--- config.mk ---
export PLATFORM = sky130hd
export DESIGN_NAME = drdbc_top
export DESIGN_NICKNAME = d
export VERILOG_FILES = /design/src/shared/drdbc_pkg.sv /design/src/hdl/drdbc_half.sv /design/src/hdl/drdbc_top.sv
export VERILOG_INCLUDE_DIRS = /design/src /design/src/shared
export SDC_FILE = /design/constraint.sdc
export NUM_CORES = 1
export LEC_CHECK = 0
export ABC_AREA = 1
export BUFFER_PORTS_ARGS = -buffer_cell sky130_fd_sc_hd__buf_2
export CORE_ASPECT_RATIO = 0.9
export CORE_MARGIN = 10
export CORE_UTILIZATION = 35
export CTS_CLUSTER_SIZE = 14
export DETAILED_ROUTE_END_ITERATION = 7
export PLACE_DENSITY = 0.63
export SETUP_SLACK_MARGIN = 0.05
export SYNTH_ARGS = -nofsm -noshare
export SYNTH_HDL_FRONTEND = slang
export SYNTH_SLANG_ARGS = --single-unit
--- constraint.sdc ---
create_clock -name ref_clk -period 1.1 [get_ports ref_clk]
set_input_delay 0 -clock ref_clk [delete_from_list [all_inputs] [get_ports ref_clk]]
set_output_delay 0 -clock ref_clk [all_outputs]
set_load 0.01 [all_outputs]
--- src/shared/drdbc_cfg.svh ---
// Constants for the dual ripple decade/binary counter.
// Assumes inclusion by bare name from design files and the checker.
`ifndef DRDBC_CFG_SVH
`define DRDBC_CFG_SVH

// Number of independent counter halves and stages in each.
`define DRDBC_HALVES 2
`define DRDBC_STAGES 4

// Value of every stage while cleared or in reset.
`define DRDBC_CLEARED_STAGES 4'h0
`define DRDBC_SYNC_RESET 1'b0

// Divide-by-five section: count range and step in 4-2-1 weighting.
`define DRDBC_DIV_FIVE_ZERO 3'h0
`define DRDBC_DIV_FIVE_LAST 3'h4
`define DRDBC_DIV_FIVE_STEP 3'h1

// Bit positions inside one half.
`define DRDBC_DIV_TWO_BIT 0
`define DRDBC_DIV_FIVE_LSB 1
`define DRDBC_DIV_FIVE_MSB 3

`endif

--- src/shared/drdbc_pkg.sv ---
// Types shared by the dual ripple counter design files.
// Assumes nothing of its surroundings.
package drdbc_pkg;

    // Which of the two device variants is built.
    typedef enum logic {
        DRDBC_DECADE,
        DRDBC_BINARY
    } drdbc_variant_e;

endpackage

--- src/hdl/drdbc_half.sv ---
// One counter half: four stages, decade or modulo-16 behaviour.
// Assumes falling-edge events and clear already synchronised to ref_clk.
`timescale 1ns/100ps
`default_nettype none
`include "drdbc_cfg.svh"

module drdbc_half
    import drdbc_pkg::*;
#(
    parameter drdbc_variant_e variant = DRDBC_DECADE
) (
    // Clock and reset
    input wire logic ref_clk,
    input wire logic rst,
    // Synchronised events
    input wire logic first_fall,
    input wire logic second_fall,
    input wire logic clear,
    // Stage outputs
    output logic [`DRDBC_STAGES-1:0] stage_outputs
);

    // ------------------------------------------------------------------
    // Helpers
    // ------------------------------------------------------------------

    // Next value of the divide-by-five section.
    function automatic logic [2:0] next_div_five(input logic [2:0] count);
        if (count >= `DRDBC_DIV_FIVE_LAST) begin
            return `DRDBC_DIV_FIVE_ZERO;
        end
        return count + `DRDBC_DIV_FIVE_STEP;
    endfunction

    logic [`DRDBC_STAGES-1:0] prev_stage;
    logic [`DRDBC_STAGES-1:0] stage_falls;

    assign stage_falls = prev_stage & ~stage_outputs;

    // ------------------------------------------------------------------
    // Previous stage values, used to see a stage fall
    // ------------------------------------------------------------------

    // Cleared together with the stages so a clear never looks like a fall.
    always_ff @(posedge ref_clk) begin
        if (rst || clear) begin
            prev_stage <= `DRDBC_CLEARED_STAGES;
        end else begin
            prev_stage <= stage_outputs;
        end
    end

    // ------------------------------------------------------------------
    // Divide-by-two stage (first stage in either variant)
    // ------------------------------------------------------------------

    always_ff @(posedge ref_clk) begin
        if (rst || clear) begin
            stage_outputs[`DRDBC_DIV_TWO_BIT] <= 1'b0;
        end else if (first_fall) begin
            stage_outputs[`DRDBC_DIV_TWO_BIT] <=
                ~stage_outputs[`DRDBC_DIV_TWO_BIT];
        end
    end

    // ------------------------------------------------------------------
    // Upper three stages
    // ------------------------------------------------------------------

    if (variant == DRDBC_BINARY) begin : g_binary
        // Each stage toggles one cycle after the stage below falls.
        for (genvar k = 1; k < `DRDBC_STAGES; k++) begin : g_ripple
            always_ff @(posedge ref_clk) begin
                if (rst || clear) begin
                    stage_outputs[k] <= 1'b0;
                end else if (stage_falls[k-1]) begin
                    stage_outputs[k] <= ~stage_outputs[k];
                end
            end
        end
    end else begin : g_decade
        // Runs from its own clock only; shares nothing but the clear and reset.
        always_ff @(posedge ref_clk) begin
            if (rst || clear) begin
                stage_outputs[`DRDBC_DIV_FIVE_MSB:`DRDBC_DIV_FIVE_LSB] <=
                    `DRDBC_DIV_FIVE_ZERO;
            end else if (second_fall) begin
                stage_outputs[`DRDBC_DIV_FIVE_MSB:`DRDBC_DIV_FIVE_LSB] <=
                    next_div_five(stage_outputs[
                        `DRDBC_DIV_FIVE_MSB:`DRDBC_DIV_FIVE_LSB]);
            end
        end
    end

endmodule

`default_nettype wire

--- src/hdl/drdbc_top.sv ---
// Dual four-stage ripple counter, decade or modulo-16 variant.
// Assumes all pin inputs are asynchronous to ref_clk and far slower.
`timescale 1ns/100ps
`default_nettype none
`include "drdbc_cfg.svh"

module drdbc_top
    import drdbc_pkg::*;
#(
    parameter drdbc_variant_e variant = DRDBC_DECADE
) (
    // Clock and reset
    input wire logic ref_clk,
    input wire logic rst,
    // Binary variant count clocks, one per half, falling edge active
    input wire logic [`DRDBC_HALVES-1:0] count_clock_n,
    // Decade variant section clocks, one per half, falling edge active
    input wire logic [`DRDBC_HALVES-1:0] div_two_clock_n,
    input wire logic [`DRDBC_HALVES-1:0] div_five_clock_n,
    // Clears, one per half, active high
    input wire logic [`DRDBC_HALVES-1:0] clear_all,
    // Stage outputs of half 0 and half 1
    output logic [`DRDBC_STAGES-1:0] stage_outputs_0,
    output logic [`DRDBC_STAGES-1:0] stage_outputs_1
);

    // ------------------------------------------------------------------
    // Pin synchronisers
    // ------------------------------------------------------------------

    // First flops; read only by the second flops below.
    logic [`DRDBC_HALVES-1:0] meta_first;
    logic [`DRDBC_HALVES-1:0] meta_second;
    logic [`DRDBC_HALVES-1:0] meta_clear;
    // Second flops, safe to read.
    logic [`DRDBC_HALVES-1:0] sync_first;
    logic [`DRDBC_HALVES-1:0] sync_second;
    logic [`DRDBC_HALVES-1:0] sync_clear;
    // Previous synchronised clock levels for edge detection.
    logic [`DRDBC_HALVES-1:0] last_first;
    logic [`DRDBC_HALVES-1:0] last_second;

    logic [`DRDBC_HALVES-1:0] first_pin;
    logic [`DRDBC_HALVES-1:0] first_fall;
    logic [`DRDBC_HALVES-1:0] second_fall;

    // The binary variant uses its count clock as the first-stage clock.
    assign first_pin = (variant == DRDBC_BINARY) ? count_clock_n
                                                  : div_two_clock_n;

    always_ff @(posedge ref_clk) begin
        if (rst) begin
            meta_first <= {`DRDBC_HALVES{`DRDBC_SYNC_RESET}};
            sync_first <= {`DRDBC_HALVES{`DRDBC_SYNC_RESET}};
        end else begin
            meta_first <= first_pin;
            sync_first <= meta_first;
        end
    end

    always_ff @(posedge ref_clk) begin
        if (rst) begin
            meta_second <= {`DRDBC_HALVES{`DRDBC_SYNC_RESET}};
            sync_second <= {`DRDBC_HALVES{`DRDBC_SYNC_RESET}};
        end else begin
            meta_second <= div_five_clock_n;
            sync_second <= meta_second;
        end
    end

    always_ff @(posedge ref_clk) begin
        if (rst) begin
            meta_clear <= {`DRDBC_HALVES{`DRDBC_SYNC_RESET}};
            sync_clear <= {`DRDBC_HALVES{`DRDBC_SYNC_RESET}};
        end else begin
            meta_clear <= clear_all;
            sync_clear <= meta_clear;
        end
    end

    // ------------------------------------------------------------------
    // Falling edge detection
    // ------------------------------------------------------------------

    // Reset low so a pin that idles high gives no false edge at start.
    always_ff @(posedge ref_clk) begin
        if (rst) begin
            last_first <= {`DRDBC_HALVES{`DRDBC_SYNC_RESET}};
            last_second <= {`DRDBC_HALVES{`DRDBC_SYNC_RESET}};
        end else begin
            last_first <= sync_first;
            last_second <= sync_second;
        end
    end

    assign first_fall = last_first & ~sync_first;
    // The divide-by-five clock has no effect in the binary variant.
    assign second_fall = (variant == DRDBC_DECADE) ?
        (last_second & ~sync_second) : {`DRDBC_HALVES{1'b0}};

    // ------------------------------------------------------------------
    // Counter halves
    // ------------------------------------------------------------------

    // Half 0.
    drdbc_half #(
        .variant(variant)
    ) u_half_0 (
        .ref_clk(ref_clk),
        .rst(rst),
        .first_fall(first_fall[0]),
        .second_fall(second_fall[0]),
        .clear(sync_clear[0]),
        .stage_outputs(stage_outputs_0)
    );

    // Half 1, fully independent of half 0.
    drdbc_half #(
        .variant(variant)
    ) u_half_1 (
        .ref_clk(ref_clk),
        .rst(rst),
        .first_fall(first_fall[1]),
        .second_fall(second_fall[1]),
        .clear(sync_clear[1]),
        .stage_outputs(stage_outputs_1)
    );

    // In the binary variant stage 0 and the upper stages change on separate cycles; decoding them gives glitches, so
    // downstream logic must sample them, never use them as clocks.
    // Feeding stage 3 back to the two-clock gives a square divide-by-ten
    // on stage 0; feeding stage 0 to the five-clock gives BCD counting.

endmodule

`default_nettype wire

# After elaboration in Yosys (flattened, before gate mapping)
# Index checks and enable logic that the tools add are counted.
[word_totals]
regBits = 24
inputBits = 10
wordCells = 34
[classes]
n_addsub = 2
magnitude_cmp = 2
mux = 10
bitwise = 6
reduce_logical = 2
[ops]
columns = ["operator", "count"]
rows = [
  ["2-to-1 mux 3 bit", 4],
  ["adder 3 x 1 -> 3 bit (second input constant)", 2],
  ["greater-or-equal comparator 3 bit (second input constant)", 2],
  ["2-to-1 mux 1 bit", 6],
  ["bitwise AND 2 bit", 2],
  ["NOT 2 bit", 2],
  ["logical OR 1 bit", 2],
  ["NOT 1 bit", 2],
]

# Longest topological paths before layout
# Gate-level depths: netlist of run 1.
[logic_depth]
word_depth = 5
depth_mapped = 5
mapped_depth_nobuf = 5

# Hierarchy
# From an unflattened synthesis of run 1, not the netlist that was laid out.
[hier_totals]
cells_unflattened = 106
area_unflattened_um2 = 872.1
[by_module_without_submodules]
columns = ["mod", "instances", "cells_each", "area_per_inst_um2", "seq_area_each_um2"]
rows = [
  ["drdbc_top", 1, 58, 504.2, 320.3],
  ["drdbc_half", 2, 24, 183.9, 80.1],
]

# Worst setup path after synthesis of run 1
# OpenSTA, ideal clock, no wires.
[synth_path]
path_type = "reg-to-reg"
from = "register u_half_1.stage_outputs[1]"
to = "register u_half_1.stage_outputs[2]"
t_arrival_ns = 0.915
required_time_ns = 0.986
slack_ns = 0.072
path_stages_with_launch = 5
n_path_buf = 0
path_cell_list = "dfxtp_1 > inv_1 > ha_1 > a21oi_1 > nor2_1"
[synth_between]
elab_chain_len = 5
[synth_lines]
columns = ["item", "line", "rtl"]
rows = [
  ["from (decl)", "drdbc_half.sv:20", "output logic [`DRDBC_STAGES-1:0] stage_outputs"],
  ["from (signal, indexed assignment)", "drdbc_half.sv:85", "stage_outputs[`DRDBC_DIV_FIVE_MSB:`DRDBC_DIV_FIVE_LSB] <="],
  ["from (signal, indexed assignment)", "drdbc_half.sv:88", "stage_outputs[`DRDBC_DIV_FIVE_MSB:`DRDBC_DIV_FIVE_LSB] <="],
  ["greater-or-equal comparator 3 bit (no source line)", "n/a", ""],
  ["2-to-1 mux 1 bit", "drdbc_half.sv:29", "if (count >= `DRDBC_DIV_FIVE_LAST) begin"],
  ["2-to-1 mux 1 bit", "drdbc_half.sv:87", "end else if (second_fall) begin"],
  ["2-to-1 mux 1 bit", "drdbc_half.sv:84", "if (rst || clear) begin"],
  ["2-to-1 mux 3 bit *", "drdbc_half.sv:32", "return count + `DRDBC_DIV_FIVE_STEP;"],
]
# Every way passes the cells marked *; elsewhere a longest branch is shown, timed or not. The select of a mux whose other input is x is not followed.
# A chain may end at the register's enable or synchronous reset.

# Worst setup path after layout of run 1
# Ends and elaborated chain as after synthesis.

==> impl_metrics.json, run 1 <==
{
  "fin_area_um2": 1060,
  "cts-root-buf": "clkbuf_4",
  "seqPwrFrac_pct": 66.5,
  "pwr-share-comb_pct": 8.5,
  "cp_max_fo": 4,
  "grt_max_degree": 19,
  "syn-num-nets": 125,
  "fp.dieArea_um2": 4970,
  "avgSynthCellArea_um2": 8.04,
  "clk_latency_ns": 0.29,
  "startpoint_type": "register",
  "leakagePower_uw": 0.000540,
  "clk_pin_slew_ns": 0.11,
  "syn_area_um2": 892,
  "grt_pass1_vias": 626,
  "fmax_mhz": 991,
  "via_count": 639,
  "drt-met1-wl_um": 612,
  "design.core.area_um2": 2450,
  "htreeDepth": 1,
  "clock_sinks": 24,
  "ant_nets": 0,
  "switching_share_pct": 21.4,
  "rsz0062_at_grt": "true",
  "area_delta_synth_final_pct": 19.2,
  "p_switching_uw": 295,
  "relSlewSlack_pct": 73.7,
  "fin_cells": 161,
  "grt-ovfl-total": 0,
  "min_period_over_period_pct": 91.7,
  "post-cts-setup-buffer-count": 0,
  "portBuffers": 15,
  "diodes": 0,
  "end_kind": "register",
  "ys_types": 11,
  "syn_inst": 111,
  "worstPathRequired_ns": 1.30,
  "antenna_found_initial": 0,
  "fill_cells": 236,
  "dr_wl_met3_um": 65,
  "cp.arrival_ns": 1.20,
  "setup_viol": 0,
  "nets": 149,
  "track_usage_pct": 6.17,
  "period_needed_ns": 1.01,
  "viasPerCell": 3.97,
  "whs_ns": 0.0979,
  "status": "finished, final reports clean",
  "place_area_um2": 977,
  "wl_met2_um": 649,
  "cap_violations": 0,
  "drt_drc_violations_left": 0,
  "initial_core_util_pct": 36.5,
  "rows": 17,
  "tns_ns": 0,
  "skew_ns": 0.000897,
  "finalPower_uw": 1380,
  "criticalPathCategory": "reg -> reg",
  "drtIter0Drc": 14,
  "cts-buffers-inserted": 3,
  "grt_pass1_wl_mm": 2.46,
  "die_w_um": 73.2,
  "hp-class": "in -> reg",
  "ys_ff_latch": 24,
  "clockBufferDepth": 2,
  "ys_seq_area_share_pct": 53.9,
  "synth_warnings": 0,
  "die_h_um": 67.9,
  "intPower_uw": 1090,
  "wire_per_inst_um": 8.34,
  "finalHoldViolations": 0,
  "ir_drop_mv": 0.834,
  "place.gp.congestion": 0.697,
  "drv_slew": 0,
  "drive_gt1_share_pct": 17.3,
  "power.density_nw_per_um2": 1300,
  "power_frac_clock_pct": 25.0,
  "dp_hpwl_mm": 1.02,
  "worst_pin_slew_ns": 0.394,
  "ioPinCount": 18,
  "cts_tree": "yes",
  "routed.top_layer": "met4",
  "routed_wl_mm": 1.34,
  "drt_first_pass_iters": 4,
  "dp.cells": 152
}
-- cells by family after synthesis --
group	count (synthesis)	synth area share, %
simple gates	52	24.8
buf+inv	26	12.9
flops	24	53.9
compound gates	5	2.80
fa+ha+maj	4	5.61
-- routing by layer --
layer  vias up  track usage [%]
li1        365                -
met3         2             3.03
met1       264             6.11
met5         -                0
met2         8             11.1
met4         0             2.13
-- worst max-delay path, stage by stage (launching register included) --
cell and delay (ns):
dfxtp_2 0.37, inv_1 0.06, ha_1 0.30, a21oi_1 0.14, nor2_1 0.05
-- cells in the final DEF, fill, tap and decap left out --
master,instances
dfxtp_2,3
nand3_1,2
nor2_8,1
clkbuf_4,3
buf_2,15
dfxtp_1,21
nand2_1,19
inv_1,24
nor2_4,1
nor2_1,29
ha_1,4
dlygate4sd3_1,6
a21oi_1,5
-- repair_timing --
item / CTS / global route
gates cloned: 0 / 0
gates resized for setup: 1 / 2
endpoints found under the hold margin: 6 / 0
hold buffers: 6 / 0
endpoints found under the setup margin: 1 / 2
-- layout make-up --
cell class	count	area, um2	share of cell area (%)
sequential	24	484	45.5
inverter	24	90.1	8.47
timing repair buffer	21	135	12.7
tap	28	35.0	3.29
multi-input combinational	61	297	27.9
clock buffer	3	22.5	2.12
-- synth_stat cells --
cell / instances / share of area (%)
nor2_1: 29 / 12
dfxtp_1: 24 / 54
inv_1: 24 / 10
nand2_1: 19 / 8.0
a21oi_1: 5 / 2.8
ha_1: 4 / 5.6
nand3_1: 2 / 1.1
buf_6: 1 / 1.3
clkbuf_8: 1 / 1.5
nor2_4: 1 / 1.3
nor2_8: 1 / 2.2
-- registers in the layout, indices dropped and copies added (netlist names) --
register                flops
meta_second                 2
last_first                  2
meta_clear                  2
sync_clear                  2
last_second                 2
u_half_1.stage_outputs      4
meta_first                  2
sync_first                  2
sync_second                 2
u_half_0.stage_outputs      4
-- power groups by stage --
stage                     Clock [uW]  Sequential, uW  Combinational (uW)
after CTS                        366             918                 120
after detailed placement           0             938                 103
after global placement             0             936                99.4
final                            345             918                 118
after global routing             397             922                 139
after floorplan                    0             940                74.7
-- through the flow --
| step | utilization (%) | worst slack [ns] |
|---|---|---|
| global placement | 39.9 | 0.111 |
| global route | 43.5 | 0.0474 |
| floorplan | - | 0.0717 |
| CTS | 43.4 | 0.0722 |
| detailed placement | 39.9 | 0.0377 |
| finish | 43.5 | 0.0910 |
-- final timing paths --
| path | start | to | slack [ns] | cells past startpoint |
|---|---|---|---|---|
| setup / recovery | u_half_1.stage_outputs[1]$_SDFFE_PP0P_ | u_half_1.stage_outputs[2]$_SDFFE_PP0P_ | 0.09 | 4 |
| hold reg to reg | meta_second[0]$_SDFF_PP0_ | sync_second[0]$_SDFF_PP0_ | 0.41 | 2 |
| setup reg to reg | u_half_1.stage_outputs[1]$_SDFFE_PP0P_ | u_half_1.stage_outputs[2]$_SDFFE_PP0P_ | 0.09 | 4 |
| hold / removal | rst | last_first[1]$_SDFF_PP0_ | 0.1 | 2 |
Power figures use the tool's default switching activity.
==> run 2: changes to the inputs <==
CELL_PAD_IN_SITES_DETAIL_PLACEMENT = 1   (was not set)
CELL_PAD_IN_SITES_GLOBAL_PLACEMENT = 1   (was not set)
PLACE_DENSITY = 0.79   (was 0.63)
==> run 2 against run 1 <==
  * Combinational power rose by 8%
  * Count of clock-buffer cells in the layout grew 1
  * Largest power group unchanged
  * Register-to-register slack about the same
  * Hold slack worse by 0.019 ns
==> impl_metrics.json, run 2 (synthesized netlist as in run 1, its figures left out) <==
{
  "viasPerCell": 4.41,
  "nets": 152,
  "pwr-share-comb_pct": 8.6,
  "min_period_over_period_pct": 90.6,
  "final_cell_mix": "nor2_1, inv_1, dfxtp_1, nand2_1, buf_2",
  "grt_max_degree": 19,
  "rsz0062_at_grt": "true",
  "hold_end": "sync_first[0]$_SDFF_PP0_",
  "end_kind": "register",
  "worst_pin_slew_ns": 0.394,
  "slowest_delay_ns": 0.36,
  "clockBufferDepth": 2,
  "drt_first_pass_iters": 4,
  "grt_pass1_vias": 715,
  "wire_per_inst_um": 10.8,
  "power.density_nw_per_um2": 1350,
  "critPathTopFamily": "flip-flops",
  "worstPathRequired_ns": 1.32,
  "ant_nets": 0,
  "drv_slew": 0,
  "leakagePower_uw": 0.000563,
  "cp_slowest_cell": "dfxtp_2",
  "fmax_mhz": 1000,
  "cts-buffers-inserted": 3,
  "via_count": 727,
  "rows": 17,
  "worstPathCellList": "inv_1 > ha_1 > a21oi_2 > nor2_1",
  "min_from": "rst",
  "cp.arrival_ns": 1.21,
  "area_delta_synth_final_pct": 24.1,
  "setup_viol": 0,
  "portBuffers": 15,
  "path_buf_inv": 1,
  "criticalPathCategory": "reg -> reg",
  "intPower_uw": 1170,
  "htreeDepth": 1,
  "grt_pass1_wl_mm": 2.97,
  "power_frac_clock_pct": 29.9,
  "dp.cells": 152,
  "ff2ff_path_depth": 4,
  "clk_pin_slew_ns": 0.12,
  "largestRegisters": "u_half_0.stage_outputs (4), u_half_1.stage_outputs (4)",
  "diodes": 0,
  "clk_latency_ns": 0.31,
  "die_w_um": 73.2,
  "ioPinCount": 18,
  "cap_violations": 0,
  "antenna_found_initial": 0,
  "cp_max_fo": 3,
  "design.core.area_um2": 2450,
  "clock_sinks": 24,
  "relSlewSlack_pct": 73.7,
  "rr_startpoint": "u_half_1.stage_outputs[1]$_SDFFE_PP0P_",
  "seqPwrFrac_pct": 61.5,
  "initial_core_util_pct": 36.5,
  "period_needed_ns": 0.996,
  "finalHoldViolations": 0,
  "drtIter0Drc": 7,
  "switching_share_pct": 22.0,
  "ir_drop_mv": 0.895,
  "startpoint_type": "register",
  "fin_cells": 165,
  "status": "finished, final reports clean",
  "routed_wl_mm": 1.78,
  "track_usage_pct": 7.61,
  "dp_hpwl_mm": 1.29,
  "skew_ns": 0.000527,
  "grt-ovfl-total": 0,
  "drt_drc_violations_left": 0,
  "drive_gt1_share_pct": 21.9,
  "p_switching_uw": 329,
  "cts_tree": "yes",
  "final_common_cell": "nor2_1",
  "place.gp.congestion": 0.744,
  "r2r-end": "u_half_1.stage_outputs[2]$_SDFFE_PP0P_",
  "tns_ns": 0,
  "die_h_um": 67.9,
  "r2r_slack_ns": 0.10,
  "fp.dieArea_um2": 4970,
  "cts-root-buf": "clkbuf_4",
  "hp-class": "in -> reg",
  "hold_depth": 2
}
run 2: power groups by stage:
stage          Clock, uW  Combinational, uW  Sequential, uW
6_report             447                128             919
5_1_grt              509                149             923
4_1_cts              476                123             920
3_5_place_dp           0                107             939
3_3_place_gp           0                100             936
2_1_floorplan          0               74.7             940
run 2: area by class of cell:
class / instances / area (um2)
Timing Repair Buffer: 24 / 158
Multi-Input combinational cell: 61 / 303
Sequential cell: 24 / 485
Fill cell: 306 / 1340
Tap cell: 28 / 35.0
Clock buffer: 4 / 36.3
Inverter: 24 / 90.1
run 2: stage by stage:
step	total power (uW)	instance area, um2	setup slack, ns	hold slack [ns]	utilization [%]
finish	1490	1110	0.104	0.0793	45.3
global route	1580	1110	0.0462	0.0824	45.3
CTS	1520	1070	0.0554	0.0757	43.9
detailed placement	1050	977	0.0156	0.211	39.9
global placement	1040	977	0.113	0.200	39.9
floorplan	1010	892	0.0717	0.107	-
run 2: worst max path at each step:
stage,slack (ns),cells after the start,to,start
5_1_grt,0.05,4,u_half_1.stage_outputs[2]$_SDFFE_PP0P_,u_half_1.stage_outputs[1]$_SDFFE_PP0P_
3_5_place_dp,0.02,4,u_half_1.stage_outputs[2]$_SDFFE_PP0P_,u_half_1.stage_outputs[1]$_SDFFE_PP0P_
3_3_place_gp,0.11,4,u_half_1.stage_outputs[2]$_SDFFE_PP0P_,u_half_1.stage_outputs[1]$_SDFFE_PP0P_
2_1_floorplan,0.07,4,u_half_1.stage_outputs[2]$_SDFFE_PP0P_,u_half_1.stage_outputs[1]$_SDFFE_PP0P_
6_report,0.10,4,u_half_1.stage_outputs[2]$_SDFFE_PP0P_,u_half_1.stage_outputs[1]$_SDFFE_PP0P_
4_1_cts,0.06,4,u_half_0.stage_outputs[2]$_SDFFE_PP0P_,u_half_0.stage_outputs[1]$_SDFFE_PP0P_
run 2: layer usage:
| layer | GRT usage (%) | wire length [um] | up-vias |
|---|---|---|---|
| met5 | 0 | 0 | - |
| met4 | 1.90 | 10 | 0 |
| met3 | 4.62 | 129 | 2 |
| met2 | 15.2 | 999 | 16 |
| met1 | 6.03 | 639 | 342 |
| li1 | - | - | 367 |
run 2: what timing repair did:
| action | in CTS | in global routing |
|---|---|---|
| resized for setup | 1 | 5 |
| setup endpoints to repair | 1 | 3 |
| endpoints found under the hold margin | 6 | 0 |
| hold buffers | 6 | 0 |
| buffers inserted | 0 | 3 |
